$ cat src/rtl/cidp_pkg.sv
// Constants shared by the configuration index/data port logic
package cidp_pkg;
	// Configuration keys
	localparam logic [7:0] KEY_ENTER = 8'h55;
	localparam logic [7:0] KEY_EXIT = 8'hAA;
	// Register indices: global ones, plus the per-device activate register
	localparam logic [7:0] IDX_CFG_CTRL = 8'h02;
	localparam logic [7:0] IDX_LDEV_SEL = 8'h07;
	localparam logic [7:0] IDX_BASE_LOW = 8'h26;
	localparam logic [7:0] IDX_BASE_HIGH = 8'h27;
	localparam logic [7:0] IDX_ACTIVATE = 8'h30;
	localparam int SOFT_RESET_BIT = 0;
	localparam int ACTIVATE_BIT = 0;
	// Strap-selected base address bytes
	localparam logic [7:0] BASE_LOW_STRAP0 = 8'h2E;
	localparam logic [7:0] BASE_LOW_STRAP1 = 8'h4E;
	localparam logic [7:0] BASE_HIGH_STRAP0 = 8'h16;
	localparam logic [7:0] BASE_HIGH_STRAP1 = 8'h00;
	// Reset values
	localparam logic [7:0] LDEV_SEL_RESET = 8'h00;
	// Logical device numbers
	localparam logic [7:0] LDEV_FLOPPY = 8'h00;
	localparam logic [7:0] LDEV_PARALLEL = 8'h03;
	localparam logic [7:0] LDEV_SERIAL1 = 8'h04;
	localparam logic [7:0] LDEV_SERIAL2 = 8'h05;
	localparam logic [7:0] LDEV_KEYBOARD = 8'h07;
	localparam int LDEV_COUNT = 8;
	// Timing
	localparam int CLOCK_MHZ = 250;
	localparam int POWERUP_BLOCK_US = 500;
	localparam int POWERUP_BLOCK_CYCLES = POWERUP_BLOCK_US * CLOCK_MHZ;
	// Controller states
	typedef enum logic [1:0] {
		ST_RUN = 2'b01,
		ST_CONFIG = 2'b10
	} cidp_state_e;
endpackage : cidp_pkg

$ cat src/rtl/cidp_config_port.sv
// Configuration port state machine and global/logical-device registers
// Operation
// [RL1] Reset gives Run state, all devices disabled
// [RL2] Low strap latched at reset release: 2E/4E
// [RL3] High strap latched at reset release: 16/00
// [RL4] Index at base, data at base plus one
// [RL5] Registers 26h/27h relocate the base address
// [RL6] Key 55h enters Configuration, opens ports
// [RL7] Key AAh returns device to Run
// [RL8] Index/data ignored while in Run
// [RL9] Host selects device via index 07h first
// [RL10] Global registers reachable without device select
// [RL11] Only Run and Configuration; Run accepts key
// [RL12] Control bit 0 write triggers soft reset
// [RL13] Host access blocked 500us after power-on
// [RL14] Host sequence: enter, access, exit
// [RL15] Device numbers 0,3,4,5,7 valid; rest reserved
// [RL16] Unimplemented registers ignore writes, read zero
// [RL17] Soft reset bit clears itself
// [RL18] Activate applies only to selected device
// [RL19] Run-state non-key write changes nothing
module cidp_config_port
	import cidp_pkg::*;
#(
	parameter int BLOCK_CYCLES = POWERUP_BLOCK_CYCLES
) (
	input wire logic clock,
	input wire logic rst_n,
	input wire logic host_bus_reset_n,
	input wire logic base_low_strap,
	input wire logic base_high_strap,
	input wire logic [15:0] ioAddr,
	input wire logic ioWrite,
	input wire logic ioRead,
	input wire logic [7:0] ioWrData,
	output logic [7:0] ioRdData,
	output logic ioRdHit,
	output logic configMode,
	output logic accessBlocked,
	output logic [15:0] configBase,
	output logic [7:0] currentDevice,
	output logic [LDEV_COUNT-1:0] deviceActive
);
	localparam int CW = $clog2(BLOCK_CYCLES + 1);
	// Elaboration check: a zero count would never block anything
	if (BLOCK_CYCLES < 1) begin : g_bad_block
		$error("BLOCK_CYCLES must be at least one");
	end

	// Host bus reset is a pin: three flops, change counts on agreement
	logic [2:0] hrstSync_reg, hrstSync_next;
	logic hrstStable_reg, hrstStable_next;
	always_comb begin
		hrstSync_next = {hrstSync_reg[1:0], host_bus_reset_n};
		hrstStable_next = hrstStable_reg;
		if (hrstSync_reg[2] == hrstSync_reg[1]) begin
			hrstStable_next = hrstSync_reg[1];
		end
	end
	always_ff @(posedge clock or negedge rst_n) begin
		if (!rst_n) begin
			hrstSync_reg <= 3'h0;
			hrstStable_reg <= 1'b0;
		end else begin
			hrstSync_reg <= hrstSync_next;
			hrstStable_reg <= hrstStable_next;
		end
	end
	logic busReset;
	logic busRelease;
	assign busReset = !hrstStable_reg;
	assign busRelease = hrstStable_next && !hrstStable_reg;

	// Straps also come from pins and are synchronised the same way
	logic [2:0] lowSync_reg, lowSync_next, highSync_reg, highSync_next;
	logic lowStable_reg, lowStable_next, highStable_reg, highStable_next;
	always_comb begin
		lowSync_next = {lowSync_reg[1:0], base_low_strap};
		highSync_next = {highSync_reg[1:0], base_high_strap};
		lowStable_next = (lowSync_reg[2] == lowSync_reg[1]) ? lowSync_reg[1] : lowStable_reg;
		highStable_next = (highSync_reg[2] == highSync_reg[1]) ? highSync_reg[1] : highStable_reg;
	end
	always_ff @(posedge clock or negedge rst_n) begin
		if (!rst_n) begin
			lowSync_reg <= 3'h0;
			highSync_reg <= 3'h0;
			lowStable_reg <= 1'b0;
			highStable_reg <= 1'b0;
		end else begin
			lowSync_reg <= lowSync_next;
			highSync_reg <= highSync_next;
			lowStable_reg <= lowStable_next;
			highStable_reg <= highStable_next;
		end
	end

	// Power-on block counter; straps are caught on the clocked release
	logic [CW-1:0] blockCnt_reg, blockCnt_next;
	logic strapPending_reg, strapPending_next;
	always_comb begin
		blockCnt_next = blockCnt_reg;
		if (blockCnt_reg != '0) begin
			blockCnt_next = blockCnt_reg - 1'b1; // see [RL13]
		end
		strapPending_next = 1'b0;
	end
	always_ff @(posedge clock or negedge rst_n) begin
		if (!rst_n) begin
			blockCnt_reg <= CW'(BLOCK_CYCLES);
			strapPending_reg <= 1'b1;
		end else begin
			blockCnt_reg <= blockCnt_next;
			strapPending_reg <= strapPending_next;
		end
	end
	assign accessBlocked = (blockCnt_reg != '0); // see [RL13]

	// Address decode; host cycles are dropped while blocked or in bus reset
	logic hostOk;
	logic hitCfg, hitData;
	assign hostOk = !accessBlocked && !busReset;
	assign hitCfg = hostOk && (ioAddr == configBase);
	assign hitData = hostOk && (ioAddr == configBase + 16'h0001); // see [RL4]

	// Controller state, index, and configuration registers
	cidp_state_e state_reg, state_next;
	logic [7:0] index_reg, index_next;
	logic [7:0] ldev_reg, ldev_next;
	logic [7:0] baseLow_reg, baseLow_next, baseHigh_reg, baseHigh_next;
	logic [LDEV_COUNT-1:0] active_reg, active_next;
	logic strapLoad;
	logic softReset;
	logic validDev;
	assign strapLoad = strapPending_reg || busRelease;
	assign validDev = (ldev_reg == LDEV_FLOPPY) || (ldev_reg == LDEV_PARALLEL)
		|| (ldev_reg == LDEV_SERIAL1) || (ldev_reg == LDEV_SERIAL2)
		|| (ldev_reg == LDEV_KEYBOARD); // see [RL15]
	// Soft reset is a pulse, so bit 0 of control never holds a one
	assign softReset = (state_reg == ST_CONFIG) && ioWrite && hitData
		&& (index_reg == IDX_CFG_CTRL) && ioWrData[SOFT_RESET_BIT]; // see [RL12] [RL17]

	always_comb begin
		state_next = state_reg;
		index_next = index_reg;
		ldev_next = ldev_reg;
		baseLow_next = baseLow_reg;
		baseHigh_next = baseHigh_reg;
		active_next = active_reg;
		unique case (state_reg)
			ST_RUN: begin
				// Only the entry key is heard in Run
				if (ioWrite && hitCfg && ioWrData == KEY_ENTER) begin
					state_next = ST_CONFIG; // see [RL6] [RL11] [RL19]
				end
			end
			ST_CONFIG: begin
				if (ioWrite && hitCfg) begin
					// Index port shares the config port address
					if (ioWrData == KEY_EXIT) begin
						state_next = ST_RUN; // see [RL7]
					end else begin
						index_next = ioWrData; // see [RL4]
					end
				end else if (ioWrite && hitData) begin
					// Global registers need no device select
					unique case (index_reg)
						IDX_LDEV_SEL: ldev_next = ioWrData; // see [RL9] [RL10]
						IDX_BASE_LOW: baseLow_next = ioWrData; // see [RL5]
						IDX_BASE_HIGH: baseHigh_next = ioWrData; // see [RL5]
						IDX_ACTIVATE: begin
							if (validDev) begin
								active_next[ldev_reg[2:0]] = ioWrData[ACTIVATE_BIT]; // see [RL18]
							end
						end
						default: begin
						end // see [RL16]
					endcase
				end
			end
		endcase
		if (softReset) begin
			ldev_next = LDEV_SEL_RESET; // see [RL12]
			active_next = '0;
		end
		// Strap load wins; relocated base is lost on a bus reset
		// Next values are used: the stable flops lag the release by one edge
		if (strapLoad) begin
			baseLow_next = lowStable_next ? BASE_LOW_STRAP1 : BASE_LOW_STRAP0; // see [RL2]
			baseHigh_next = highStable_next ? BASE_HIGH_STRAP1 : BASE_HIGH_STRAP0; // see [RL3]
		end
		if (busReset) begin
			state_next = ST_RUN; // see [RL1]
			index_next = 8'h00;
			ldev_next = LDEV_SEL_RESET;
			active_next = '0;
		end
	end
	always_ff @(posedge clock or negedge rst_n) begin
		if (!rst_n) begin
			state_reg <= ST_RUN; // see [RL1]
			index_reg <= 8'h00;
			ldev_reg <= LDEV_SEL_RESET;
			baseLow_reg <= BASE_LOW_STRAP0;
			baseHigh_reg <= BASE_HIGH_STRAP0;
			active_reg <= '0;
		end else begin
			state_reg <= state_next;
			index_reg <= index_next;
			ldev_reg <= ldev_next;
			baseLow_reg <= baseLow_next;
			baseHigh_reg <= baseHigh_next;
			active_reg <= active_next;
		end
	end

	// Read data is registered; misses and Run-state reads return zero
	logic [7:0] rdData_reg, rdData_next;
	logic rdHit_reg, rdHit_next;
	always_comb begin
		rdData_next = 8'h00;
		rdHit_next = 1'b0;
		if (ioRead && state_reg == ST_CONFIG && (hitCfg || hitData)) begin // see [RL8]
			rdHit_next = 1'b1;
			if (hitCfg) begin
				rdData_next = index_reg;
			end else begin
				unique case (index_reg)
					IDX_LDEV_SEL: rdData_next = ldev_reg;
					IDX_BASE_LOW: rdData_next = baseLow_reg;
					IDX_BASE_HIGH: rdData_next = baseHigh_reg;
					IDX_ACTIVATE: rdData_next = validDev
						? {7'h00, active_reg[ldev_reg[2:0]]} : 8'h00;
					default: rdData_next = 8'h00; // see [RL16]
				endcase
			end
		end
	end
	always_ff @(posedge clock or negedge rst_n) begin
		if (!rst_n) begin
			rdData_reg <= 8'h00;
			rdHit_reg <= 1'b0;
		end else begin
			rdData_reg <= rdData_next;
			rdHit_reg <= rdHit_next;
		end
	end

	assign ioRdData = rdData_reg;
	assign ioRdHit = rdHit_reg;
	assign configMode = (state_reg == ST_CONFIG);
	assign configBase = {baseHigh_reg, baseLow_reg};
	assign currentDevice = ldev_reg;
	assign deviceActive = active_reg;
endmodule : cidp_config_port

$ cat config.mk
export PLATFORM = sky130hd
export DESIGN_NAME = cidp_config_port
export DESIGN_NICKNAME = d
export VERILOG_FILES = /design/src/rtl/cidp_pkg.sv /design/src/rtl/cidp_config_port.sv
export SDC_FILE = /design/constraint.sdc
export NUM_CORES = 1
export LEC_CHECK = 0
export BUFFER_PORTS_ARGS = -buffer_cell sky130_fd_sc_hd__buf_2
export CAP_MARGIN = 25
export CORE_MARGIN = 3
export CORE_UTILIZATION = 60
export CTS_CLUSTER_DIAMETER = 30
export DETAILED_ROUTE_END_ITERATION = 10
export PLACE_DENSITY = 0.84
export SLEW_MARGIN = 5
export SYNTH_ARGS = -nofsm -noshare
export SYNTH_HDL_FRONTEND = slang
export SYNTH_SLANG_ARGS = --single-unit
$ cat constraint.sdc
create_clock -name clock -period 7.5 [get_ports clock]
set_input_delay 1.5 -clock clock [delete_from_list [all_inputs] [get_ports clock]]
set_output_delay 1.5 -clock clock [all_outputs]
set_load 0.05 [all_outputs]
# Yosys cells after proc, flatten, opt, wreduce, memory -nomap -nowiden
# Cells that the tools add are included.
# totals
ff_bits	81
output_inout_bits	43
in_bits	31
# classes
n_reduce_logical	34
n_addsub	2
eq_ne	31
n_lt_le_gt_ge	2
n_mux	47
# ops
operator	n
8-bit two-way mux	29
16-bit == test	2
8-bit by 3-bit == test with 1-bit output, second input constant	4
8-bit case mux with 4 select lines	1
8-bit by 6-bit == test with 1-bit output, second input constant	3
17-bit nonzero test	1
17-bit by 1-bit subtractor with 17-bit output, second input constant	1
16-bit by 1-bit adder with 16-bit output, second input constant	1
8-bit by 2-bit == test with 1-bit output, second input constant	2
1-bit logical AND	14
3-bit by 1-bit != test with 1-bit output, second input constant	4
4-bit AND reduction	3
3-bit by 2-bit != test with 1-bit output, second input constant	3
8-bit bitwise mux	1
8-bit by 7-bit == test with 1-bit output, second input constant	1
8-bit == test, second input constant	1
8-bit zero test	1
2-bit two-way mux	4
2-bit nonzero test	4
1-bit two-way mux	7
7-bit two-way mux	1
1-bit logical OR	6
2-bit != test, second input constant	3
3-bit != test, second input constant	2
13 further kinds	17

# Logic depth before layout (Yosys ltp)
# Gate-level depths: netlist (run 1).
# logic_depth
ltp_word	12
depth_mapped	12

# Worst setup path after synthesis (run 1)
# No wires, ideal clock.
# synth_path
path_type	input to register
start	input ioAddr[4]
end	register baseHigh_reg[7]
cell_stages	9
path_buffers	2
slack_ps	3858
t_arrival_ps	3504
cell_sequence	xnor2_1 -> mux2i_1 -> a22oi_1 -> or4b_1 -> or4_1 -> buf_2 -> clkbuf_1 -> o21ai_0 -> a21oi_1
# synth_via
elab_chain_cells	5
elab_cells_between_ends	9
# synth_lines
item	line_no	text
start, declared	cidp_config_port.sv:32	input wire logic [15:0] ioAddr,
16-bit == test, on equally long branches	cidp_config_port.sv:122, cidp_config_port.sv:123	
1-bit logical AND, on equally long branches	cidp_config_port.sv:122, cidp_config_port.sv:123	
1-bit logical AND, on equally long branches	cidp_config_port.sv:157, cidp_config_port.sv:164	
2-bit != test (no source line) or 2-bit nonzero test (tied branches)	n/a	
4-bit AND reduction (no source line) (*)	n/a	
end signal, assigned	cidp_config_port.sv:211	baseHigh_reg <= baseHigh_next;
end, declared	cidp_config_port.sv:129	logic [7:0] baseLow_reg, baseLow_next, baseHigh_reg, baseHigh_next;
# Every way passes the cells marked *; elsewhere a longest branch is shown, timed or not.
# A chain may end at the register's enable or synchronous reset.

# Worst setup path after layout (run 1)
# layout_path
start	input ioAddr[10]
end	register ldev_reg[0], in the netlist currentDevice[0]
# layout_via
elab_chain_cells	7
elab_cells_between_ends	16
# layout_lines
item	line_no	text
16-bit == test	cidp_config_port.sv:123	assign hitData = hostOk && (ioAddr == configBase + 16'h0001);
1-bit logical AND	cidp_config_port.sv:123	
1-bit logical AND	cidp_config_port.sv:139	assign softReset = (state_reg == ST_CONFIG) && ioWrite && hitData
1-bit logical AND (2 in series)	cidp_config_port.sv:140	&& (index_reg == IDX_CFG_CTRL) && ioWrData[SOFT_RESET_BIT];
3-bit by 1-bit != test with 1-bit output (no source line), or another cell as far along	n/a	
4-bit AND reduction (no source line) or 8-bit two-way mux (tied branches)	n/a	
end signal, assigned	cidp_config_port.sv:209	ldev_reg <= ldev_next;
end, declared	cidp_config_port.sv:128	logic [7:0] ldev_reg, ldev_next;
# Several ways; a longest one is shown, not always the timed one.

==> results of run 1 <==
-- per-stage QoR --
stage | worst slack (ns) | util, % | hold slack (ns) | instances | instance area (um2)
floorplan | 3.86 | - | 0.331 | 475 | 4580
global placement | 3.31 | 67.7 | 0.331 | 621 | 4960
detailed placement | 3.20 | 67.7 | 0.336 | 621 | 4960
CTS | 3.55 | 70.1 | 0.355 | 637 | 5140
global route | 3.28 | 70.7 | 0.362 | 640 | 5180
finish | 3.51 | 70.7 | 0.353 | 640 | 5180
-- cells in the final DEF (no fill, tap or decap), types with 9 or more instances in the layout --
master and instances:
clkbuf_8 10, dfstp_2 16, nor4_1 13, xor2_1 18
nor3_1 20, o211ai_1 15, nand3_1 41, buf_2 72
nand4_1 9, dfrtp_1 65, mux2i_1 25, o21ai_0 31
nand2_1 31, inv_1 11, nor2_1 29, a21oi_1 20
xnor2_1 18
-- where the power goes --
part / leakage (nW) / switching, W / internal [W]
clock network: 0.0863 / 0.000164 / 0.000131
registers: 1.04 / 0.0000122 / 0.000448
logic: 1.17 / 0.0000607 / 0.0000300
total: 2.30 / 0.000236 / 0.000609
-- worst min path at each step --
stage | startpoint | to | slack (ns) | cells after the start
2_1_floorplan | highSync_reg[0] | highSync_reg[1] | 0.33 | 0
3_3_place_gp | lowSync_reg[0] | lowSync_reg[1] | 0.33 | 0
3_5_place_dp | highSync_reg[0] | highSync_reg[1] | 0.34 | 0
4_1_cts | highSync_reg[0] | highSync_reg[1] | 0.36 | 0
5_1_grt | highSync_reg[0] | highSync_reg[1] | 0.36 | 0
6_report | highSync_reg[0] | highSync_reg[1] | 0.35 | 0
-- layout make-up --
cell class / count / share of cell area, %
Clock inverter: 5 / 0.724
Inverter: 12 / 0.869
Timing Repair Buffer: 77 / 8.09
Tap cell: 99 / 2.39
Clock buffer: 11 / 2.73
Sequential cell: 81 / 39.5
Multi-Input combinational cell: 355 / 45.7
-- worst max-delay path: stages --
cell      delay, ns
buf_2          0.11
xnor2_1        0.18
or4_1          0.56
a311oi_1       0.58
nand4_1        0.37
o21ai_1        0.71
o21ai_0        0.19
-- cell families (layout without fill, tap and decap cells) --
logic type	Yosys count	count (layout)
xor gates and xnor gates	37	37
adders and majority gates	5	5
DFF	81	81
AOI/OAI and AO/OA	86	86
and+or+nand+nor	198	198
buffers and inverters	39	105
other	1	1
muxes	28	28
-- routing by layer --
layer	track usage [%]	up-vias	wire length, um
li1	-	1851	-
met1	38.3	1930	4750
met2	45.3	194	5860
met3	3.94	23	1060
met4	10.6	0	233
met5	0	-	0
==> results.txt, run 1 <==
- The synthesized netlist devotes a little under an eighth of its cell area to compound gates.
- For this configuration, the core starts out at a cell density of roughly 62%.
- Yosys printed 0 warnings.
- I/O pin count: 74
* Number of standard cells after synthesis: 475
- Inserted Clock Buffers: 9
* Power consumption: 0.000845 W
- TritonCTS built the clock tree.
* Routability congestion estimate: between 0.9 and 1
- Synth Net Count: roughly 500
- Storage cell area: ~2000 um2
- The register with the most flip-flops in the layout has 17 of them.
- Max Clk Rate: 0.251 GHz
* R2r startpoint: baseLow_reg[1]
- After routing, the total negative slack on setup checks comes to 0 ns.
* Category of the worst setup path capture point: flop
* Die W: between 90 and 100 um
- Resize count post-CTS: 0
- Worst slew margin relative to its limit: between 40 and 50%
- CP required: roughly 7.7 ns
- The tree built by TritonCTS fans out to 81 sinks.
* Final slew viol count: 0
* Die area: 8710 um2
- Dividing total power by cell area gives a power density of between 150 and 200 nW/um2.
- Die extent in y: 93.3 um
* Clock Pin Slew Worst Setup and Hold Paths: ~0.090 ns
- Pin count of the biggest net entering global routing: 82
* Max Cap Violations: 0
- Number of fill cells: between 500 and 600
- After synthesis, the largest family of logic cells by area is simple AND/OR/NAND/NOR gates.
- Placeable Area: 7330 um2
* Worst Reg-to-Reg Cells: 8
- Data on the critical path arrives at its endpoint at ~4.2 ns.
- In this run, the number of DRC markers left after iteration 0 of detailed routing was between 400 and 500.
- Across the VDD grid, the largest voltage drop is ~0.00014 V.
- Buffer levels on the longest clock path: 2
* Clock insertion delay at the later pin of the skew report: about 0.36 ns
- Sorting the synthesized cells by area gives the leading types as dfrtp_1, dfstp_2, mux2i_1, nand3_1, xnor2_1.
* Number of nets in the layout: 570
- Each instance of the synthesized netlist takes up on average between 9 and 10 um2.
* Critical Path Source: ioAddr[10]
* Final count of hold timing violations: 0
- The share of synthesized area in the top cell type comes to between 30% and 40%.
* Vias in the first global route: 3847
- Launching element type of the critical path: input pin
- For this run, the leading register cell type out of synthesis is dfrtp_1.
- Area share of and/or/nand/nor cells after synthesis: between 20% and 30%
* Routed WL per cell: approximately 19 um
- Antenna viol nets, final: 0
- Biggest area consumer among synthesized cells: dfrtp_1
- After synthesis, flip-flops and latches occupy between 40% and 50% of the total area.
- The synthesized netlist devotes about 1.3% of its cell area to adder and majority cells.
- Total half-perimeter wirelength after legalization and detailed placement: 8.47 mm
- Measured against the total synthesized area, the mux share comes to between 6 and 7%.
* # DRC: 0
- Setup repair after global routing left no endpoint under its margin.
- Final worst path period need: 3.99 ns
- Number of failing setup endpoints in the final timing report: 0
- Hold/Removal Path Class: flop to flop
- Global-route wire length before repair: around 19 mm
- The clock arrives with roughly 0.013 ns of skew.
* Leakage power: ~2.3 nW
- Number of synthesized register bits: slightly above 80
* Top cells by instance count after synthesis: dfrtp_1, nand3_1, nand2_1, o21ai_0, nor2_1
- Global routing consumed, over all layers together, roughly 28% of the routing resources.
- Of the total synthesized cell area, the portion taken by XOR and XNOR cells is under 10%.
* Port Buffer Count: 73
* Netlist cell types: 67
- In this run the worst setup path terminates at currentDevice[0].
- Reg2reg setup slack: 3.72 ns
* Cell Rows: 31
- Period utilization: between 50% and 60%
- Endpoint of the lowest-slack register-to-register path: currentDevice[0]
- dfrtp_1 is the most common cell in the netlist.
- Peak fanout along the critical path: 11
* Class of the most critical setup path: input pin to flop
- At the pin with the least slew margin, the transition time is 0.784 ns.
- Status: finished clean
- Hold buffer count at CTS: 0
- DR vias/cell: 6.25
* Gr ovfl total: 0
- Clock tree synthesis selected as its root buffer the cell clkbuf_8.
* Routed WL: roughly 12 mm
- The pre-antenna-repair detailed-routing pass consisted of 5 iterations.
* Fraction of layout instances using a drive strength above 1: approximately 23%
- The number of antenna violations at the first check in global routing is 0.
- In this run, synthesis inferred 0 flip-flops with an integrated enable.
* Multi-input gate area: about 2400 um2
* Synthesized cell area: around 4600 um2
- Diode count: 0
* Total number of vias: 3998
* Max H-tree Level: 3
- The number of setup buffers added after CTS is 0.
* Share of synthesized registers carrying an async set or reset: 100%
- Area growth syn-to-layout: 13.3%
(Power assumes the default switching activity.)
==> inputs of run 2 (changes only) <==
--- a/config.mk
+++ b/config.mk
@@ -8,10 +8,10 @@
 export BUFFER_PORTS_ARGS = -buffer_cell sky130_fd_sc_hd__buf_2
 export CAP_MARGIN = 25
 export CORE_MARGIN = 3
-export CORE_UTILIZATION = 60
+export CORE_UTILIZATION = 57
 export CTS_CLUSTER_DIAMETER = 30
 export DETAILED_ROUTE_END_ITERATION = 10
-export PLACE_DENSITY = 0.84
+export PLACE_DENSITY = 0.8
 export SLEW_MARGIN = 5
 export SYNTH_ARGS = -nofsm -noshare
 export SYNTH_HDL_FRONTEND = slang
==> constraint.sdc (replaced) <==
create_clock -name clock -period 3.9 [get_ports clock]
set_input_delay 0.78 -clock clock [delete_from_list [all_inputs] [get_ports clock]]
set_output_delay 0.78 -clock clock [all_outputs]
set_load 0.05 [all_outputs]
==> run 2 against run 1 <==
Net effect:
- register-to-register slack got worse by 3.3 ns
- clock skew decreased by 0.0025 ns
- routed wire length increased by 0.95%
- hold slack got worse by 0.12 ns
- count of clock-buffer cells in the layout decreased by 2
- sequential power increased by 92%
- final cell count increased by 1.1%
- sequential share of layout area decreased by 0.42 points
- die area increased by 4.9%
- total power increased by 100%
==> results.txt, run 2 (synthesized netlist as in run 1, its figures left out) <==
- Status: finished clean
- The repair_antennas step left the layout with diodes totalling 0.
* Launching element type of the critical path: flop
- Global-route wire length before repair: just under 20 mm
* Fraction of layout instances using a drive strength above 1: 23.9%
- Routed WL per cell: 18.6 um
- After floorplanning, the core was sized to cover just under 8000 um2.
- The clock reaches the later pin of the worst-skew pair after 0.36 ns.
* Hold/Removal Path Class: input pin to async pin
- The area growth from synthesis to layout is 14.5%.
- Number of failing setup endpoints in the final timing report: 0
* Peak fanout along the critical path: 24
* I/O pin count: between 70 and 80
- The worst register-to-register path has a depth of 8.
- The routed design uses around 1.1 mm of met3 wire.
- Summed over all layers, the routed wires come to ~12 mm.
- For this run, the detailed router's first-pass iteration total came to 4.
- Cell area after layout: between 5000 and 6000 um2
- Routability congestion estimate: approximately 0.92
- Antenna viol nets, final: 0
- Setup repair after global routing left no endpoint under its margin.
- Counting along the longest clock path gives a buffer depth of 2.
- The total overflow left after global routing is 0.
- The number of antenna violations at the first check in global routing was 0.
- Buffers inserted during clock tree synthesis total 9.
- The analysis attributes to cell leakage a power of 2.34 nW.
* Die extent in y: 95.6 um
- In the final routing, the length of wire on met1 measures around 4.8 mm.
- The worst path uses slightly below 90% of the clock period.
- Total half-perimeter wirelength after legalization and detailed placement: between 8 and 9 mm
- The worst setup path is captured at a flop.
- Signal arrival time at the worst endpoint: around 3.7 ns
* Top Layer Used: met4
* Hold buffer count at CTS: 0
- Pwr Density: between 300 and 400 nW/um2
- In the layout the commonest cells are buf_2, dfrtp_1, nand3_1, nand2_1, o21ai_0.
- Max IR drop VDD: 0.000461 V
* Post-Place Cell Area: around 5000 um2
- The via count of the first global-routing pass is 3873.
* Power consumption: 0.00169 W
* GRT Util Overall: around 28%
* Port Buffer Count: 73
- Clock Pin Slew Worst Setup and Hold Paths: about 0.090 ns
- Flip-flop count of the largest register after layout: 17
* Max H-tree Level: 3
- In this run the tightest slew margin relative to its limit is roughly half.
* DR vias/cell: about 6.2
- Clock Sink Count: 81
* Die area: 9140 um2
* Resize count post-CTS: 0
- Worst Max-Slew Pin Slew: approximately 0.73 ns
* Final worst path period need: about 3.5 ns
- The final max-slew violation count was 0.
- Number of nets in the layout: roughly 570
- Most common cell after layout, fill and taps aside: buf_2
- Across all layers, the routed design uses roughly 4.0k vias.
- The floorplan has 32 rows.
- Final count of hold timing violations: 0
- The clock arrives with about 0.011 ns of skew.
- After the first detailed-routing iteration, the DRC count stood at ~350.
* # DRC: 0
- The tool flagged a number of max-cap violations equal to 0.
- Measured along the x axis, the die boundary spans ~96 um.
- Max Clk Rate: between 0.2 and 0.3 GHz
- Wire segments on met2 add up to roughly 6 mm in the final route.
* Class of the most critical setup path: flop to flop
- After clock tree synthesis, the setup repair step added 0 buffers.
- Clock tree from TritonCTS: built
* Cell at the root of the clock tree: clkbuf_8
* Starting density of the core: around three fifths
- Entering global routing, the biggest net connects a little over 80 pins.
* Total negative setup slack: 0 ns
- Number of fill cells: roughly 620
- STA puts the critical path data required time at slightly above 4 ns.
run 2: changes by cell type in the layout (fill, tap and decap cells not counted), sizes merged:
cell      change
clkinvlp      -2
buf           +5
clkbuf        -3
inv           -1
clkinv        +4
bufinv        +1
run 2: per-stage QoR:
stage,hold slack (ns),util (%),instances,setup WS (ns)
global route,0.228,67.5,647,0.190
CTS,0.357,67.1,646,0.481
global placement,0.333,64.5,630,0.475
finish,0.234,67.5,647,0.420
detailed placement,0.341,64.5,630,0.463
floorplan,0.331,-,475,0.710
run 2: final timing paths:
kind,endpoint,slack (ns),start
worst max-delay path,baseLow_reg[6],0.42,baseLow_reg[1]
worst min-delay path,deviceActive[7],0.23,rst_n
worst max register to register,baseLow_reg[6],0.42,baseLow_reg[1]
worst min register to register,lowSync_reg[1],0.36,lowSync_reg[0]
max in group asynchronous,state_reg[0],3.05,rst_n
min in group clock,lowSync_reg[1],0.36,lowSync_reg[0]
run 2: power by group:
part           internal (W)  switching (W)  total [W]
Sequential         0.000861      0.0000226   0.000883
Clock              0.000301       0.000328   0.000629
Combinational     0.0000596       0.000119   0.000179
run 2: cell type report:
type | instances | area [um2] | area share, %
clock inverters | 7 | 78.8 | 1.50
flip-flops and latches | 81 | 2050 | 39.1
clock buffers | 9 | 124 | 2.36
repair buffers | 81 | 448 | 8.55
multi-input cells | 355 | 2370 | 45.2
well taps | 102 | 128 | 2.44
inverters | 12 | 45.0 | 0.860
run 2: per-layer routing:
layer	GRT usage (%)	vias up
li1	-	1861
met1	36.1	1969
met2	45.5	188
met3	6.24	20
met4	9.24	0
met5	0	-
run 2: critical path, stage by stage, from the launching register on:
cell,delay [ns]
dfstp_2,0.61
ha_1,0.29
nand2_1,0.14
or2_1,0.25
or4_1,0.46
a32o_1,0.31
or4_1,0.84
nor4_1,0.38
nor3_1,0.09
==> inputs of run 3 (changes only) <==
--- a/config.mk
+++ b/config.mk
@@ -8,10 +8,10 @@
 export BUFFER_PORTS_ARGS = -buffer_cell sky130_fd_sc_hd__buf_2
 export CAP_MARGIN = 25
 export CORE_MARGIN = 3
-export CORE_UTILIZATION = 57
+export CORE_UTILIZATION = 46
 export CTS_CLUSTER_DIAMETER = 30
 export DETAILED_ROUTE_END_ITERATION = 10
-export PLACE_DENSITY = 0.8
+export PLACE_DENSITY = 0.67
 export SLEW_MARGIN = 5
 export SYNTH_ARGS = -nofsm -noshare
 export SYNTH_HDL_FRONTEND = slang
==> run 3 against run 2 <==
Net effect:
- first-iteration DRC count down 18%
- clock power is essentially flat
- core utilization is 12 points lower
- sequential power grew 0.8%
- register-to-register slack got worse by 0.02 ns
- routed wire length increased by 2.9%
- combinational power is essentially flat
- sequential share of layout area is 0.33 points lower
- total power is 0.29% higher
- critical endpoint unchanged
- largest cell class unchanged
==> results.txt, run 3 (synthesized netlist as in run 1, its figures left out) <==
- The run finished with clean final reports.
- Signal arrival time at the worst endpoint: roughly 3.7 ns
- Category of the worst setup path capture point: flop
* Worst slew margin relative to its limit: about 48%
* Setup WS post-layout: 0.399 ns
- Wires add up to roughly 12 mm.
- The total overflow left after global routing is 0.
* Commonest non-fill, non-tap cells in the layout: buf_2, dfrtp_1, nand3_1, nand2_1, o21ai_0
* Die W: 106 um
* Starting density of the core: about half
- The number of gates resized after CTS was 0.
* Critical Path Source: baseLow_reg[1]
- Power consumption: between 0.0015 and 0.002 W
- Placeable Area: between 9000 and 10000 um2
- Entering global routing, the biggest net connects around 80 pins.
* Leakage power: around 2.3 nW
- Max IR drop VDD: just under 0.0002 V
- In this run, the number of DRC markers left after iteration 0 of detailed routing was approximately 300.
- The clock period could shrink to around 3.5 ns.
- The congestion estimate from routability-driven global placement came to 0.917.
- Across all layers, the routed design uses just under 4k vias.
* Max Clk Rate: approximately 0.29 GHz
- STA classifies the critical path startpoint as a flop.
- Worst setup skew after layout: 0.0111 ns
* Diode count: 0
* # DRC: 0
- Dividing the detail-routed via count by the number of cells gives slightly below 6.
* Max H-tree Level: 3
* Number of setup buffers added after CTS: 0
- Max-cap violations in this run came to 0.
* Worst setup slack after placement: 0.382 ns
- Final slew viol count: 0
- Row generation in the floorplan step produced 35 rows.
* Worst setup path end: baseLow_reg[6]
* Initial antenna violation count: 0
* Cell Count Post-Placement: 659
* Endpoint of the lowest-slack register-to-register path: baseLow_reg[6]
- Counting cells, the worst reg-to-reg path comes to 8.
- The die covers ~11000 um2.
- For this design, the CTS-stage hold fixing added 0 buffers.
- Clock tree from TritonCTS: built
- Summing all non-filler instances in the final layout gives an area of around 5300 um2.
- In the final timing run, aggregate negative setup slack is 0 ns.
- Class of the most critical setup path: flop to flop
- Pwr Density: about 320 nW/um2
- In this run the critical register-to-register path is launched from baseLow_reg[1].
* Vias in the first global route: about 3.8k
- Port Buffer Count: between 70 and 80
- Summing all multi-input logic gate instances after layout gives 2370 um2.
* Clock Pin Slew Worst Setup and Hold Paths: approximately 0.08 ns
- Setup repair after global routing missed its margin: no
- Antenna viol nets, final: 0
- The net count of the finished layout is between 500 and 600.
- The area growth from synthesis to layout is 15.5%.
- Cell at the root of the clock tree: clkbuf_8
- Peak fanout along the critical path: 24
* Routed WL per cell: around 18 um
* Final instance count without filler cells: roughly 680
* Worst Max-Slew Pin Slew: a little under 0.8 ns
- GRT Util Overall: 22.8%
- In the final layout, the share of cells above drive strength 1 is 23.9%.
- Die extent in y: around 110 um
* Reg2reg setup slack: ~0.4 ns
- In this run the most critical hold path is launched from highSync_reg[0].
- Hold/Removal Path Class: flop to flop
* Storage cell area: 2050 um2
- I/O pin count: 74
* Total half-perimeter wirelength after legalization and detailed placement: ~9 mm
- Buffers inserted during clock tree synthesis total 9.
- The library cell used most frequently in the layout, excluding fill and tap cells, is buf_2.
* Final count of hold timing violations: 0
- Number of failing setup endpoints in the final timing report: 0
* Buffer levels on the longest clock path: 2
- Number of fill cells: roughly 860
- Before antenna repair, the detailed router went through 5 iterations.
* Clock Sink Count: 81
* CP required: roughly 4.1 ns
* Period utilization: ~90%
- The register with the most flip-flops in the layout has 17 of them.
- Post-Place Cell Area: ~5100 um2
- Global-route wire length before repair: 20.2 mm
* Clock insertion delay at the later pin of the skew report: between 0.3 and 0.4 ns
[run 3: through the flow]
stage / util [%] / hold slack (ns)
floorplan: - / 0.331
global placement: 53.5 / 0.333
detailed placement: 53.5 / 0.336
CTS: 55.7 / 0.355
global route: 55.9 / 0.363
finish: 55.9 / 0.351
[run 3: power by group]
part	switching [W]	total, W	leakage [nW]	internal, W
Clock	0.000299	0.000630	0.103	0.000331
Sequential	0.0000290	0.000890	1.04	0.000861
Combinational	0.000116	0.000176	1.20	0.0000601
Total	0.000444	0.00170	2.34	0.00125
[run 3: final cells by class]
class / count / share of cell area (%)
sequential: 81 / 38.7
inverter: 12 / 0.852
multi-input combinational: 355 / 44.8
clock inverter: 4 / 0.971
clock buffer: 12 / 2.94
timing repair buffer: 83 / 8.62
tap: 129 / 3.05
[run 3: worst min-delay path by stage]
stage / cells past startpoint / end / slack [ns]
global route: 0 / hrstSync_reg[1] / 0.36
global placement: 0 / highSync_reg[1] / 0.33
floorplan: 0 / highSync_reg[1] / 0.33
detailed placement: 0 / highSync_reg[1] / 0.34
CTS: 0 / highSync_reg[1] / 0.35
finish: 0 / highSync_reg[1] / 0.35
[run 3: critical path, stage by stage, from the launching register on]
cell and delay, ns:
dfstp_2 0.61, ha_1 0.29, nand2_1 0.14, or2_1 0.24, or4_1 0.43, a32o_1 0.30, or4_1 0.86, nor4_1 0.42
nor3_1 0.08
[run 3: metal layers]
layer	vias to the layer above	routed length, um	track usage [%]
met5	-	0	0
met4	0	202	8.05
met3	18	857	3.92
met2	169	5470	34.3
met1	1921	5840	33.3
li1	1870	-	-
